<file path="src/pkg/sroff_params.svh">
// Purpose: Offsets, field positions, reset values and timing counts of the
//          synthesizer routing and offset register group
// Assumes: Byte-wide host port with a seven-bit address and one page bit
// Notes:   Multi-byte registers are stored most significant byte first
`ifndef SROFF_PARAMS_SVH
`define SROFF_PARAMS_SVH

// ==================================================================
// Register offsets (page 0, seven-bit host address)
`define SROFF_RATIO_ADDR       7'h5C
`define SROFF_ROUTE_ADDR       7'h70
`define SROFF_GATE_ADDR        7'h71
`define SROFF_LOCKSEL_ADDR     7'h72
`define SROFF_TRIM_ADDR        7'h73
`define SROFF_PAGE_ADDR        7'h7F

// ==================================================================
// Reset values
`define SROFF_RATIO_RST        32'h00010001
`define SROFF_ROUTE_RST        8'hE4
`define SROFF_GATE_RST         8'h03
`define SROFF_LOCKSEL_RST      8'hAA
`define SROFF_TRIM_RST         32'h046AAAAB
`define SROFF_PAGE_RST         8'h00

// ==================================================================
// Field positions
`define SROFF_RATIO_BOT_LSB    0
`define SROFF_RATIO_TOP_LSB    16
`define SROFF_ROUTE_S0_BIT     0
`define SROFF_ROUTE_S1_BIT     2
`define SROFF_GATE_LSB         0
`define SROFF_LOCK0_LSB        0
`define SROFF_LOCK1_LSB        2
`define SROFF_PAGE_BIT         0

// ==================================================================
// Timing: clock rate and lock qualification windows
`define SROFF_CLK_HZ           125000000
`define SROFF_LOCK_SHORT_S     1
`define SROFF_LOCK_LONG_S      10
`define SROFF_LOCK_SHORT_CYC   (`SROFF_CLK_HZ * `SROFF_LOCK_SHORT_S)
`define SROFF_LOCK_LONG_CYC    (`SROFF_CLK_HZ * `SROFF_LOCK_LONG_S)

`endif

</file>
<file path="src/pkg/sroff_pkg.sv">
// Purpose: Types shared by the register group and its lock qualifier
// Assumes: Nothing beyond the params header
// Notes:   Constants live in the header, types live here
package sroff_pkg;

    // ==============================================================
    // Lock criterion codes
    typedef enum logic [1:0]
    {
        SROFF_CRIT_RSVD     = 2'b00,
        SROFF_CRIT_1US_1S   = 2'b01,
        SROFF_CRIT_10US_1S  = 2'b10,
        SROFF_CRIT_10US_10S = 2'b11
    } sroff_crit_type;

    // ==============================================================
    // Lock qualifier states
    typedef enum logic [0:0]
    {
        SROFF_QUAL_HUNT   = 1'b0,
        SROFF_QUAL_LOCKED = 1'b1
    } sroff_qual_type;

endpackage

</file>
<file path="src/pkg/sroff_lock_if.sv">
// Purpose: Carries lock criteria to the qualifier and lock state back
// Assumes: Both ends on core_clk
// Notes:   Index 0 is the first PLL, index 1 the second
`timescale 1ns/1ns
interface sroff_lock_if;
    sroff_pkg::sroff_crit_type criterion [2];
    logic [1:0]                locked;

    modport regs (output criterion, input  locked);
    modport qual (input  criterion, output locked);
endinterface

</file>
<file path="src/logic/sroff_lock_qual.sv">
// Purpose: Qualifies lock of each digital PLL against its selected criterion
// Assumes: Phase error flags arrive asynchronously from the PLL cores
// Notes:   A criterion change restarts qualification
`timescale 1ns/1ns
`include "sroff_params.svh"
module sroff_lock_qual #(
    parameter int unsigned SHORT_CYCLES = `SROFF_LOCK_SHORT_CYC,
    parameter int unsigned LONG_CYCLES  = `SROFF_LOCK_LONG_CYC
)(
    // Clock and reset
    input  wire logic       core_clk,
    input  wire logic       reset,
    // Phase error flags from the PLLs
    input  wire logic [1:0] phase_ok_1us_pin,
    input  wire logic [1:0] phase_ok_10us_pin,
    // Criteria in, lock state out
    sroff_lock_if.qual      lk
);

    // ==============================================================
    // Elaboration check
    if (SHORT_CYCLES < 1 || LONG_CYCLES < SHORT_CYCLES || LONG_CYCLES > 32'h7FFFFFFF)
    begin : gen_bad_window
        $error("sroff_lock_qual: bad lock window lengths");
    end

    // ==============================================================
    // Two-stage synchronisers
    logic [1:0] ok1_meta_reg;
    logic [1:0] ok1_reg;
    logic [1:0] ok10_meta_reg;
    logic [1:0] ok10_reg;

    always_ff @(posedge core_clk)
    begin
        if (reset)
        begin
            ok1_meta_reg  <= 2'h0;
            ok1_reg       <= 2'h0;
            ok10_meta_reg <= 2'h0;
            ok10_reg      <= 2'h0;
        end
        else
        begin
            ok1_meta_reg  <= phase_ok_1us_pin;
            ok1_reg       <= ok1_meta_reg;
            ok10_meta_reg <= phase_ok_10us_pin;
            ok10_reg      <= ok10_meta_reg;
        end
    end

    // ==============================================================
    // One qualifier per PLL
    genvar g;
    generate
        for (g = 0; g < 2; g++)
        begin : gen_pll
            sroff_pkg::sroff_qual_type state_reg;
            sroff_pkg::sroff_crit_type crit_prev_reg;
            logic [30:0]               count_reg;
            logic                      cond;
            logic [30:0]               target;

            // Condition and window picked by the criterion
            always_comb
            begin
                cond   = 1'b0;
                target = 31'(SHORT_CYCLES - 1);
                case (lk.criterion[g])
                    sroff_pkg::SROFF_CRIT_1US_1S:   cond = ok1_reg[g];
                    sroff_pkg::SROFF_CRIT_10US_1S:  cond = ok10_reg[g];
                    sroff_pkg::SROFF_CRIT_10US_10S:
                    begin
                        cond   = ok10_reg[g];
                        target = 31'(LONG_CYCLES - 1);
                    end
                    default:                        cond = 1'b0;
                endcase
            end

            // Lock when the condition holds for the whole window
            always_ff @(posedge core_clk)
            begin
                if (reset)
                begin
                    state_reg     <= sroff_pkg::SROFF_QUAL_HUNT;
                    crit_prev_reg <= sroff_pkg::SROFF_CRIT_RSVD;
                    count_reg     <= 31'h0;
                end
                else
                begin
                    crit_prev_reg <= lk.criterion[g];
                    if (!cond || crit_prev_reg != lk.criterion[g])
                    begin
                        state_reg <= sroff_pkg::SROFF_QUAL_HUNT;
                        count_reg <= 31'h0;
                    end
                    else
                    begin
                        case (state_reg)
                            sroff_pkg::SROFF_QUAL_HUNT:
                            begin
                                if (count_reg == target)
                                    state_reg <= sroff_pkg::SROFF_QUAL_LOCKED;
                                else
                                    count_reg <= count_reg + 31'h1;
                            end
                            sroff_pkg::SROFF_QUAL_LOCKED: state_reg <= state_reg;
                            default: state_reg <= sroff_pkg::SROFF_QUAL_HUNT;
                        endcase
                    end
                end
            end

            assign lk.locked[g] = (state_reg == sroff_pkg::SROFF_QUAL_LOCKED);
        end
    endgenerate

endmodule

</file>
<file path="src/logic/sroff_regs.sv">
// Purpose: Synthesizer ratio, PLL routing, output gate, lock criterion and
//          central frequency offset registers behind the paged byte port
// Assumes: Host byte strobes are synchronous to core_clk
// Notes:   Multi-byte values take effect only when every byte is written
//
// Operation
// Ratio register holds denominator in bits 15:0, numerator in bits 31:16.
// Synth frequency equals base frequency times multiplier times 16 times ratio.
// Host programs numerator and denominator to one for plain rates; reset 0x00010001.
// Routing bit 0 picks PLL 0 or PLL 1 for synthesizer 0.
// Routing bit 2 picks PLL 0 or PLL 1 for synthesizer 1.
// Host writes reserved bits back with their default values.
// Gate bit 0 enables synthesizer 0 output, bit 1 synthesizer 1.
// First PLL criterion in bits 1:0 picks phase error bound and hold time.
// Second PLL criterion in bits 3:2 uses the same coding.
// Selected criterion decides the lock indicator each PLL reports.
// Offset is 32-bit two's complement, one step is 2^-32 of nominal.
// One offset word applies to all four synthesizers together.
// Numeric oscillator output equals initial frequency times one plus offset/2^32.
// Offset resets to 0x046AAAAB, correcting master clock against 25 MHz.
// Host keeps the offset within plus or minus five percent.
// Host programs positive offset for slow oscillators, negative for fast ones.
// Page register bit 0 maps the seven-bit address onto lower or upper page.
// Multi-byte registers use consecutive bytes and commit once all are written.
`timescale 1ns/1ns
`include "sroff_params.svh"
module sroff_regs #(
    parameter int unsigned SHORT_CYCLES = `SROFF_LOCK_SHORT_CYC,
    parameter int unsigned LONG_CYCLES  = `SROFF_LOCK_LONG_CYC
)(
    // Clock and reset
    input  wire logic        core_clk,
    input  wire logic        reset,
    // Host byte port
    input  wire logic        host_wr_strobe,
    input  wire logic        host_rd_strobe,
    input  wire logic [6:0]  host_addr,
    input  wire logic [7:0]  host_wdata,
    output logic      [7:0]  host_rdata,
    output logic             host_rdata_valid,
    // Synthesizer control
    output logic             first_synth_pll_choice,
    output logic             second_synth_pll_choice,
    output logic      [1:0]  synth_out_enable,
    output logic      [15:0] second_synth_ratio_top,
    output logic      [15:0] second_synth_ratio_bottom,
    output logic             ratio_update_pulse,
    // Central frequency offset
    output logic      [31:0] oscillator_trim,
    output logic             trim_update_pulse,
    // PLL lock
    input  wire logic [1:0]  phase_ok_1us_pin,
    input  wire logic [1:0]  phase_ok_10us_pin,
    output logic      [1:0]  pll_locked
);

    // ==============================================================
    // Address decode helpers
    function automatic logic in_word(input logic [6:0] addr, input logic [6:0] base);
        logic [6:0] diff;
        diff    = addr - base;
        in_word = (diff < 7'h04);
    endfunction

    // Byte lane, most significant byte at the lowest address
    function automatic logic [1:0] word_lane(input logic [6:0] addr,
                                             input logic [6:0] base);
        logic [6:0] diff;
        diff      = addr - base;
        word_lane = 2'h3 - diff[1:0];
    endfunction

    function automatic logic [31:0] put_byte(input logic [31:0] word,
                                             input logic [1:0]  lane,
                                             input logic [7:0]  data);
        logic [31:0] w;
        w                 = word;
        w[lane * 8 +: 8]  = data;
        put_byte          = w;
    endfunction

    // ==============================================================
    // Paged access qualification
    logic [7:0] page_reg;
    logic       page_hit;
    logic       low_page;
    logic       wr_low;

    assign page_hit = (host_addr == `SROFF_PAGE_ADDR);
    assign low_page = !page_reg[`SROFF_PAGE_BIT];
    assign wr_low   = host_wr_strobe && low_page && !page_hit;

    // Page register, reachable from either page
    always_ff @(posedge core_clk)
    begin
        if (reset)
            page_reg <= `SROFF_PAGE_RST;
        else if (host_wr_strobe && page_hit)
            page_reg <= host_wdata;
    end

    // ==============================================================
    // Single-byte registers
    logic [7:0] route_reg;
    logic [7:0] gate_reg;
    logic [7:0] locksel_reg;

    // Reserved bits are stored as written so defaults read back
    always_ff @(posedge core_clk)
    begin
        if (reset)
        begin
            route_reg   <= `SROFF_ROUTE_RST;
            gate_reg    <= `SROFF_GATE_RST;
            locksel_reg <= `SROFF_LOCKSEL_RST;
        end
        else if (wr_low)
        begin
            if (host_addr == `SROFF_ROUTE_ADDR)
                route_reg <= host_wdata;
            if (host_addr == `SROFF_GATE_ADDR)
                gate_reg <= host_wdata;
            if (host_addr == `SROFF_LOCKSEL_ADDR)
                locksel_reg <= host_wdata;
        end
    end

    // ==============================================================
    // Rate ratio: shadow bytes, commit when all four arrive
    logic        ratio_hit;
    logic [1:0]  ratio_lane;
    logic [3:0]  ratio_mask_reg;
    logic [31:0] ratio_shadow_reg;
    logic [31:0] ratio_reg;
    logic        ratio_pulse_reg;

    assign ratio_hit  = wr_low && in_word(host_addr, `SROFF_RATIO_ADDR);
    assign ratio_lane = word_lane(host_addr, `SROFF_RATIO_ADDR);

    always_ff @(posedge core_clk)
    begin
        if (reset)
        begin
            ratio_shadow_reg <= `SROFF_RATIO_RST;
            ratio_reg        <= `SROFF_RATIO_RST;
            ratio_mask_reg   <= 4'h0;
            ratio_pulse_reg  <= 1'b0;
        end
        else
        begin
            ratio_pulse_reg <= 1'b0;
            if (ratio_hit)
            begin
                ratio_shadow_reg <= put_byte(ratio_shadow_reg, ratio_lane, host_wdata);
                if ((ratio_mask_reg | (4'h1 << ratio_lane)) == 4'hF)
                begin
                    ratio_reg       <= put_byte(ratio_shadow_reg, ratio_lane,
                                                host_wdata);
                    ratio_mask_reg  <= 4'h0;
                    ratio_pulse_reg <= 1'b1;
                end
                else
                    ratio_mask_reg <= ratio_mask_reg | (4'h1 << ratio_lane);
            end
        end
    end

    // ==============================================================
    // Central frequency offset: same commit scheme
    logic        trim_hit;
    logic [1:0]  trim_lane;
    logic [3:0]  trim_mask_reg;
    logic [31:0] trim_shadow_reg;
    logic [31:0] trim_reg;
    logic        trim_pulse_reg;

    assign trim_hit  = wr_low && in_word(host_addr, `SROFF_TRIM_ADDR);
    assign trim_lane = word_lane(host_addr, `SROFF_TRIM_ADDR);

    always_ff @(posedge core_clk)
    begin
        if (reset)
        begin
            trim_shadow_reg <= `SROFF_TRIM_RST;
            trim_reg        <= `SROFF_TRIM_RST;
            trim_mask_reg   <= 4'h0;
            trim_pulse_reg  <= 1'b0;
        end
        else
        begin
            trim_pulse_reg <= 1'b0;
            if (trim_hit)
            begin
                trim_shadow_reg <= put_byte(trim_shadow_reg, trim_lane, host_wdata);
                if ((trim_mask_reg | (4'h1 << trim_lane)) == 4'hF)
                begin
                    trim_reg       <= put_byte(trim_shadow_reg, trim_lane,
                                               host_wdata);
                    trim_mask_reg  <= 4'h0;
                    trim_pulse_reg <= 1'b1;
                end
                else
                    trim_mask_reg <= trim_mask_reg | (4'h1 << trim_lane);
            end
        end
    end

    // ==============================================================
    // Lock qualification
    sroff_lock_if lock_bus ();

    assign lock_bus.criterion[0] =
        sroff_pkg::sroff_crit_type'(locksel_reg[`SROFF_LOCK0_LSB +: 2]);
    assign lock_bus.criterion[1] =
        sroff_pkg::sroff_crit_type'(locksel_reg[`SROFF_LOCK1_LSB +: 2]);

    sroff_lock_qual #(
        .SHORT_CYCLES (SHORT_CYCLES),
        .LONG_CYCLES  (LONG_CYCLES)
    ) u_lock_qual (
        .core_clk          (core_clk),
        .reset             (reset),
        .phase_ok_1us_pin  (phase_ok_1us_pin),
        .phase_ok_10us_pin (phase_ok_10us_pin),
        .lk                (lock_bus.qual)
    );

    // Lock indicator registered for the pll_locked output
    logic [1:0] locked_reg;

    always_ff @(posedge core_clk)
    begin
        if (reset)
            locked_reg <= 2'h0;
        else
            locked_reg <= lock_bus.locked;
    end

    // ==============================================================
    // Read path, one cycle after the strobe
    logic [7:0] rdata_reg;
    logic       rvalid_reg;
    logic [7:0] rdata_next;

    always_comb
    begin
        rdata_next = 8'h00;
        if (page_hit)
            rdata_next = page_reg;
        else if (low_page)
        begin
            if (in_word(host_addr, `SROFF_RATIO_ADDR))
                rdata_next = ratio_reg[word_lane(host_addr, `SROFF_RATIO_ADDR) * 8 +: 8];
            else if (in_word(host_addr, `SROFF_TRIM_ADDR))
                rdata_next = trim_reg[word_lane(host_addr, `SROFF_TRIM_ADDR) * 8 +: 8];
            else if (host_addr == `SROFF_ROUTE_ADDR)
                rdata_next = route_reg;
            else if (host_addr == `SROFF_GATE_ADDR)
                rdata_next = gate_reg;
            else if (host_addr == `SROFF_LOCKSEL_ADDR)
                rdata_next = locksel_reg;
        end
    end

    always_ff @(posedge core_clk)
    begin
        if (reset)
        begin
            rdata_reg  <= 8'h00;
            rvalid_reg <= 1'b0;
        end
        else
        begin
            rvalid_reg <= host_rd_strobe;
            if (host_rd_strobe)
                rdata_reg <= rdata_next;
        end
    end

    // ==============================================================
    // Outputs, all taken from flip-flops
    assign host_rdata                = rdata_reg;
    assign host_rdata_valid          = rvalid_reg;
    assign first_synth_pll_choice    = route_reg[`SROFF_ROUTE_S0_BIT];
    assign second_synth_pll_choice   = route_reg[`SROFF_ROUTE_S1_BIT];
    assign synth_out_enable          = gate_reg[`SROFF_GATE_LSB +: 2];
    // Ratio fields scale base frequency times multiplier times 16
    assign second_synth_ratio_top    = ratio_reg[`SROFF_RATIO_TOP_LSB +: 16];
    assign second_synth_ratio_bottom = ratio_reg[`SROFF_RATIO_BOT_LSB +: 16];
    assign ratio_update_pulse        = ratio_pulse_reg;
    // One word steers all four synthesizers, also in oscillator mode
    assign oscillator_trim           = trim_reg;
    assign trim_update_pulse         = trim_pulse_reg;
    assign pll_locked                = locked_reg;

endmodule

</file>
<file path="config.mk">
export PLATFORM = sky130hd
export DESIGN_NAME = sroff_regs
export DESIGN_NICKNAME = d
export VERILOG_FILES = /design/src/pkg/sroff_pkg.sv /design/src/pkg/sroff_lock_if.sv /design/src/logic/sroff_lock_qual.sv /design/src/logic/sroff_regs.sv
export VERILOG_INCLUDE_DIRS = /design/src /design/src/pkg
export SDC_FILE = /design/constraint.sdc
export NUM_CORES = 1
export LEC_CHECK = 0
export BUFFER_PORTS_ARGS = -buffer_cell sky130_fd_sc_hd__buf_2
export CAP_MARGIN = 30
export CORE_MARGIN = 2
export CORE_UTILIZATION = 60
export CTS_BUF_LIST = sky130_fd_sc_hd__clkbuf_4 sky130_fd_sc_hd__clkbuf_8 sky130_fd_sc_hd__clkbuf_16
export DETAILED_ROUTE_END_ITERATION = 10
export HOLD_SLACK_MARGIN = 0.05
export PLACE_DENSITY = 0.8
export SYNTH_ARGS = -nofsm -noshare
export SYNTH_HDL_FRONTEND = slang
export SYNTH_SLANG_ARGS = --single-unit
</file>
<file path="constraint.sdc">
create_clock -name core_clk -period 5.95 [get_ports core_clk]
set_clock_uncertainty 0.2 [all_clocks]
set_input_delay 1.19 -clock core_clk [delete_from_list [all_inputs] [get_ports core_clk]]
set_output_delay 1.19 -clock core_clk [all_outputs]
set_load 0.1 [all_outputs]
</file>
[Yosys cells after proc, flatten, opt, wreduce, memory -nomap -nowiden]
Cells that the tools add are included.
Word-level totals
  memory bits (writable): 0
  word-level logic and storage cells: 112
  output and inout bits: 81
  bits in read-only memories: 0
  latch bits: 0
  memories kept: 0
  bits in registers: 257
Operators by class
  eq/ne operators: 16
  reduce and logical (&&, ||, !) cells: 24
  order comparisons: 2
  mux-type cells: 21
  add/sub/neg operators: 8
  shifts and indexed selects: 8
  bitwise gates (word level): 8
  div/mod/pow operators: 0
  $mul: 0
Operators by type and width (count)
  negator 5 -> 34 bit: 2
  variable shift 8 x 34 -> 32 bit, first input constant: 2
  variable part select 8 x 34 -> 32 bit: 2
  bitwise mux 32 bit: 2
  variable part select 32 x 6 -> 8 bit: 2
  adder 31 x 1 -> 31 bit, second input constant: 2
  == test 31 bit: 2
  two-way mux 31 bit: 2
  two-way mux 8 bit: 7
  == test 7 bit, second input constant: 4
  < comparator 7 x 3 -> 1 bit, second input constant: 2
  AND reduction 2 bit: 7
  subtractor 7 bit, second input constant: 2
  OR reduction 2 bit: 6
  == test 2 bit, second input constant: 4
  == test 4 bit, second input constant: 2
  two-way mux 4 bit: 2
  OR 4 bit: 2
  one-hot mux 1 bit (2 select lines): 4
  left shift 1 x 2 -> 4 bit, first input constant: 2
  NOT 1 bit: 6
  logical AND 1 bit: 5
  == test 2 x 1 -> 1 bit, second input constant: 2
  logical NOT 1 bit: 4
  4 further kinds: 10

[Logic depth before layout (Yosys ltp)]
  depth after elaboration: 8
  depth in mapped cells: 12
  gate-level depth less buffers: 9

[Hierarchy]
From an unflattened synthesis, not the netlist that was laid out.
Unflattened totals
  cell total of the unflattened synthesis: 1330
  area, all modules: 11591.1 sq um
Modules (own cells, without submodules)
  sroff_regs: times used 1, cells an instance 915, seq. area each 3623.5 sq um, area each 8082.8 sq um
  sroff_lock_qual: times used 1, cells an instance 415, seq. area each 1521.5 sq um, area each 3508.4 sq um

[Worst setup path before layout]
Ideal clock, no wire load.
  kind: input port to flip-flop
  start: input port host_addr[0]
  end: register rdata_reg[7], in the netlist host_rdata[7]
  stages: 12
  arrival time: 3874 ps
  setup time: 91 ps
  data required time: 5659 ps
  setup slack: 1785 ps
  cells stage by stage: buf_2 buf_1 clkbuf_1 inv_1 ha_1 clkinv_1 clkbuf_1 nor2_1 a311oi_1 a211oi_1 or3b_2 a311oi_1
On the way
  longest elaborated chain between the ends: 8
  elaborated cells between the ends (all ways): 19
  those cells by class: add/sub: 4; order compare: 2; eq/ne: 4; shift: 2; mux: 7
Ends and longest elaborated chain
  from (decl): RTL line sroff_regs.sv:37  | input wire logic [6:0] host_addr,
  parallel branches: the longest is 7 deep, another holds subtractor 7 bit
  two-way mux 8 bit (*): RTL line sroff_regs.sv:248  | if (page_hit)
  to (signal assigned): RTL line sroff_regs.sv:276  | rdata_reg <= rdata_next;
  to (decl): RTL line sroff_regs.sv:241  | logic [7:0] rdata_reg;
Every way passes the cells marked *.
A chain may end at the register's enable or synchronous reset.

[Final worst setup path]
  start: input port host_addr[0]
  end: register trim_reg[8], in the netlist oscillator_trim[8]
On the way
  longest elaborated chain between the ends: 6
  elaborated cells between the ends (all ways): 15
  those cells by class: add/sub: 3; order compare: 1; eq/ne: 2; shift: 3; mux: 1; bitwise: 1; reduce/logical: 4
Ends and longest elaborated chain
  parallel branches: the longest is 6 deep, another holds negator 5 -> 34 bit
  to (signal assigned): RTL line sroff_regs.sv:185  | trim_reg <= `SROFF_TRIM_RST;
  to (signal assigned): RTL line sroff_regs.sv:197  | trim_reg <= put_byte(trim_shadow_reg, trim_lane,
  to (decl): RTL line sroff_regs.sv:174  | logic [31:0] trim_reg;
Parallel ways; which one is timed is not known.

==> run metrics <==
outcome=completed; crit end category=flip-flop; Hold Path Stages=1; Tmin final=4.18 ns; via count=10716; Die Width=145 um; Routed WL=33000 um; global route total overflow=0; Worst Hold End=u_lock_qual.ok1_reg[0]; clock root buffer=clkbuf_16; most used cell, CP=nand3_2; post-synth cell types=74; hold-fix buffer count after cts=0; Yosys top cell area share=43.4%; Post-Layout Cell Count=1676; Worst-Margin Slew=0.934 ns; maximum VDD drop=0.204 mV; ANT nets after route=0; final count of hold timing violations=0; WS Path Type=input port to flip-flop; top cells by count, synth=dfxtp_1 (257), nor2_1 (173), nand2_1 (124); htree depth=1; Switching Power=882 uW; row count=51; # port buffers=103; Post-synth top flop=dfxtp_1; Logic pwr share=6.4%; FFs w/ async S/R, synth=0%; slowest stage cell, crit path=nor3_4; number of remaining DRC errors=0; reg-to-reg endpoint=u_lock_qual.gen_pll[1].count_reg[22]; unrepaired setup endpoints after global routing=no; vias in the first global route=9914; IO Pins=104; Yosys warning count=0; Clk network pwr share=46.6%; max frequency=239 MHz; Core Area=19500 um2; cells resized by post-CTS repair=0; worst min-delay path class=flip-flop to flip-flop; critical path buffer and inverter count=2; MaxCap Viol Count=0; CTS Buf Count=26; Die H=145 um; share of layout cells above drive strength 1=15.0%; Seq/Total Area, Yosys=43.4%; Reg power frac=47.1%; CP peak stage delay=0.64 ns; Final Max Tran Viols=0; Post-Syn Instances=1351; pin count of the biggest net entering global routing=99; Register-to-Register Path Depth=7; DIE AREA=20900 um2; clk_lat worst skew=0.54 ns; syn avg cell area=8.78 um2; Crit path required time=6.22 ns; initial antenna violation count=1; max_slew headroom=37.4%; Starting Density=61.0%; via density per instance=6.39; Max Buffers Root-to-Sink=3; area grow syn2layout=12.8%; Syn Nets=1387; sum of negative setup slack=0 ns; Post-CTS Setup Bufs=0; Synth area leaders=dfxtp_1 (43%), nor2_1 (5.5%), nand2_1 (3.9%); Nets=1428; first-pass GRT wire length=52600 um; period utilization=70.2%; FF-to-FF setup slack=2.80 ns; Pre-Repair DR Iteration Count=7; EDFF count, synth=0; gpl congestion=0.904; Sw Share=23.8%; gr usage total=31.5%; cell with the most instances after synthesis=dfxtp_1; final setup vio count=0; Post-Place Cells=1628; Synth area leader=dfxtp_1; DP HPWL=21900 um; Pwr per Cell Area=277 nW/um2; CTS tree=done; WP data arrival=4.45 ns; number of flip-flops in the largest register=62; Crit Reg-Reg Startpoint=u_lock_qual.gen_pll[1].count_reg[0]; Static Leak=4.99 nW; initial DRC count=997; Max FO, Critical Path=18; delay-heaviest family, CP=simple AND/OR/NAND/NOR gates; Hold Path Origin=u_lock_qual.ok1_meta_reg[0]; CTS sink cnt=257; crit-path cells=buf_2, ha_1, a21boi_0, xor2_1, nand3_2, nor3_4, nand3_2, clkinv_1, a22o_1; Critical Path Start Type=input port; Synth Register Bits=257; WL/cell=19.7 um; Clock Pin Slew Worst Setup and Hold Paths=0.06 ns; Int Pwr=2.82 mW; Post-Syn Area=11900 um2
-- logic make-up after synthesis --
kind of cell	after synthesis	share of synthesized area, %
AO/OA/AOI/OAI	323	20.3
XOR/XNOR	37	2.73
adder cells (fa/ha/maj)	13	1.37
buffers and inverters	148	5.07
flip-flops	257	43.4
multiplexers	43	5.31
AND/OR/NAND/NOR	530	21.9
-- worst max-delay path by stage --
| stage | start | end | slack (ns) | cells after the start |
|---|---|---|---|---|
| 5_1_grt | host_addr[0] | oscillator_trim[7] | 1.43 | 9 |
| 2_1_floorplan | host_addr[0] | host_rdata[7] | 1.78 | 12 |
| 3_5_place_dp | host_addr[0] | oscillator_trim[21] | 1.29 | 9 |
| 6_report | host_addr[0] | oscillator_trim[8] | 1.77 | 9 |
| 4_1_cts | host_addr[0] | oscillator_trim[8] | 1.81 | 9 |
| 3_3_place_gp | host_addr[0] | oscillator_trim[24] | 1.43 | 9 |
-- layer usage --
metal  global-route usage (%)  share of wire [%]
met5                        0                  0
met4                     13.1                4.1
met3                     4.90                8.7
met2                     50.4                 46
met1                     42.7                 41
-- per-stage QoR --
step | hold slack [ns] | instance area [um2] | power (mW) | utilization, % | setup WS (ns)
2_1_floorplan | 0.214 | 11900 | 1.94 | - | 1.78
3_3_place_gp | 0.223 | 12400 | 2.00 | 63.6 | 1.43
3_5_place_dp | 0.229 | 12500 | 2.01 | 64.0 | 1.29
4_1_cts | 0.253 | 13400 | 3.71 | 68.6 | 1.81
5_1_grt | 0.262 | 13400 | 3.80 | 68.8 | 1.43
6_report | 0.251 | 13400 | 3.70 | 68.8 | 1.77
-- power groups by stage --
stage | Clock, mW | Sequential, mW | Combinational, mW
2_1_floorplan | 0 | 1.81 | 0.135
3_3_place_gp | 0 | 1.78 | 0.222
3_5_place_dp | 0 | 1.78 | 0.227
4_1_cts | 1.73 | 1.74 | 0.229
5_1_grt | 1.80 | 1.74 | 0.249
6_report | 1.72 | 1.74 | 0.236
-- layout by cell type, fill, tap and decap left out, types with 7 or more instances in the layout --
cell type  Yosys  final
a2111oi_0     12     12
nor2_1       173    173
mux4_2        16     16
nand2_1      124    124
o22a_1         9      9
a22oi_1       11     11
nand3_1       33     33
xnor2_1       35     35
buf_4          3     15
inv_1         33     33
and4_1         7      7
a31oi_1        9      9
o2bb2ai_1     21     21
a21oi_1       68     68
nor4_1        20     20
a22o_1        14     14
clkbuf_16      0     27
a221oi_1      20     20
nor3_1        48     47
a211oi_1      39     39
mux2i_1       27     27
dfxtp_1      257    257
ha_1          13     13
nor4b_1        8      8
a311oi_1      22     22
nor2b_1       19     19
nand4_1       19     19
buf_2         20    102
or3_1         21     21
o22ai_1       23     23
and3_1        16     16
o21ai_0       18     18
o211ai_1      16     16
-- area by class of cell --
class	count	area [um2]
Sequential cell	257	5140
Clock inverter	12	153
Tap cell	265	332
Antenna cell	1	2.50
Timing Repair Buffer	122	732
Fill cell	1578	6070
Multi-Input combinational cell	946	6130
Clock buffer	34	753
Inverter	39	146
Note: power is estimated with default switching activity, not from simulation.
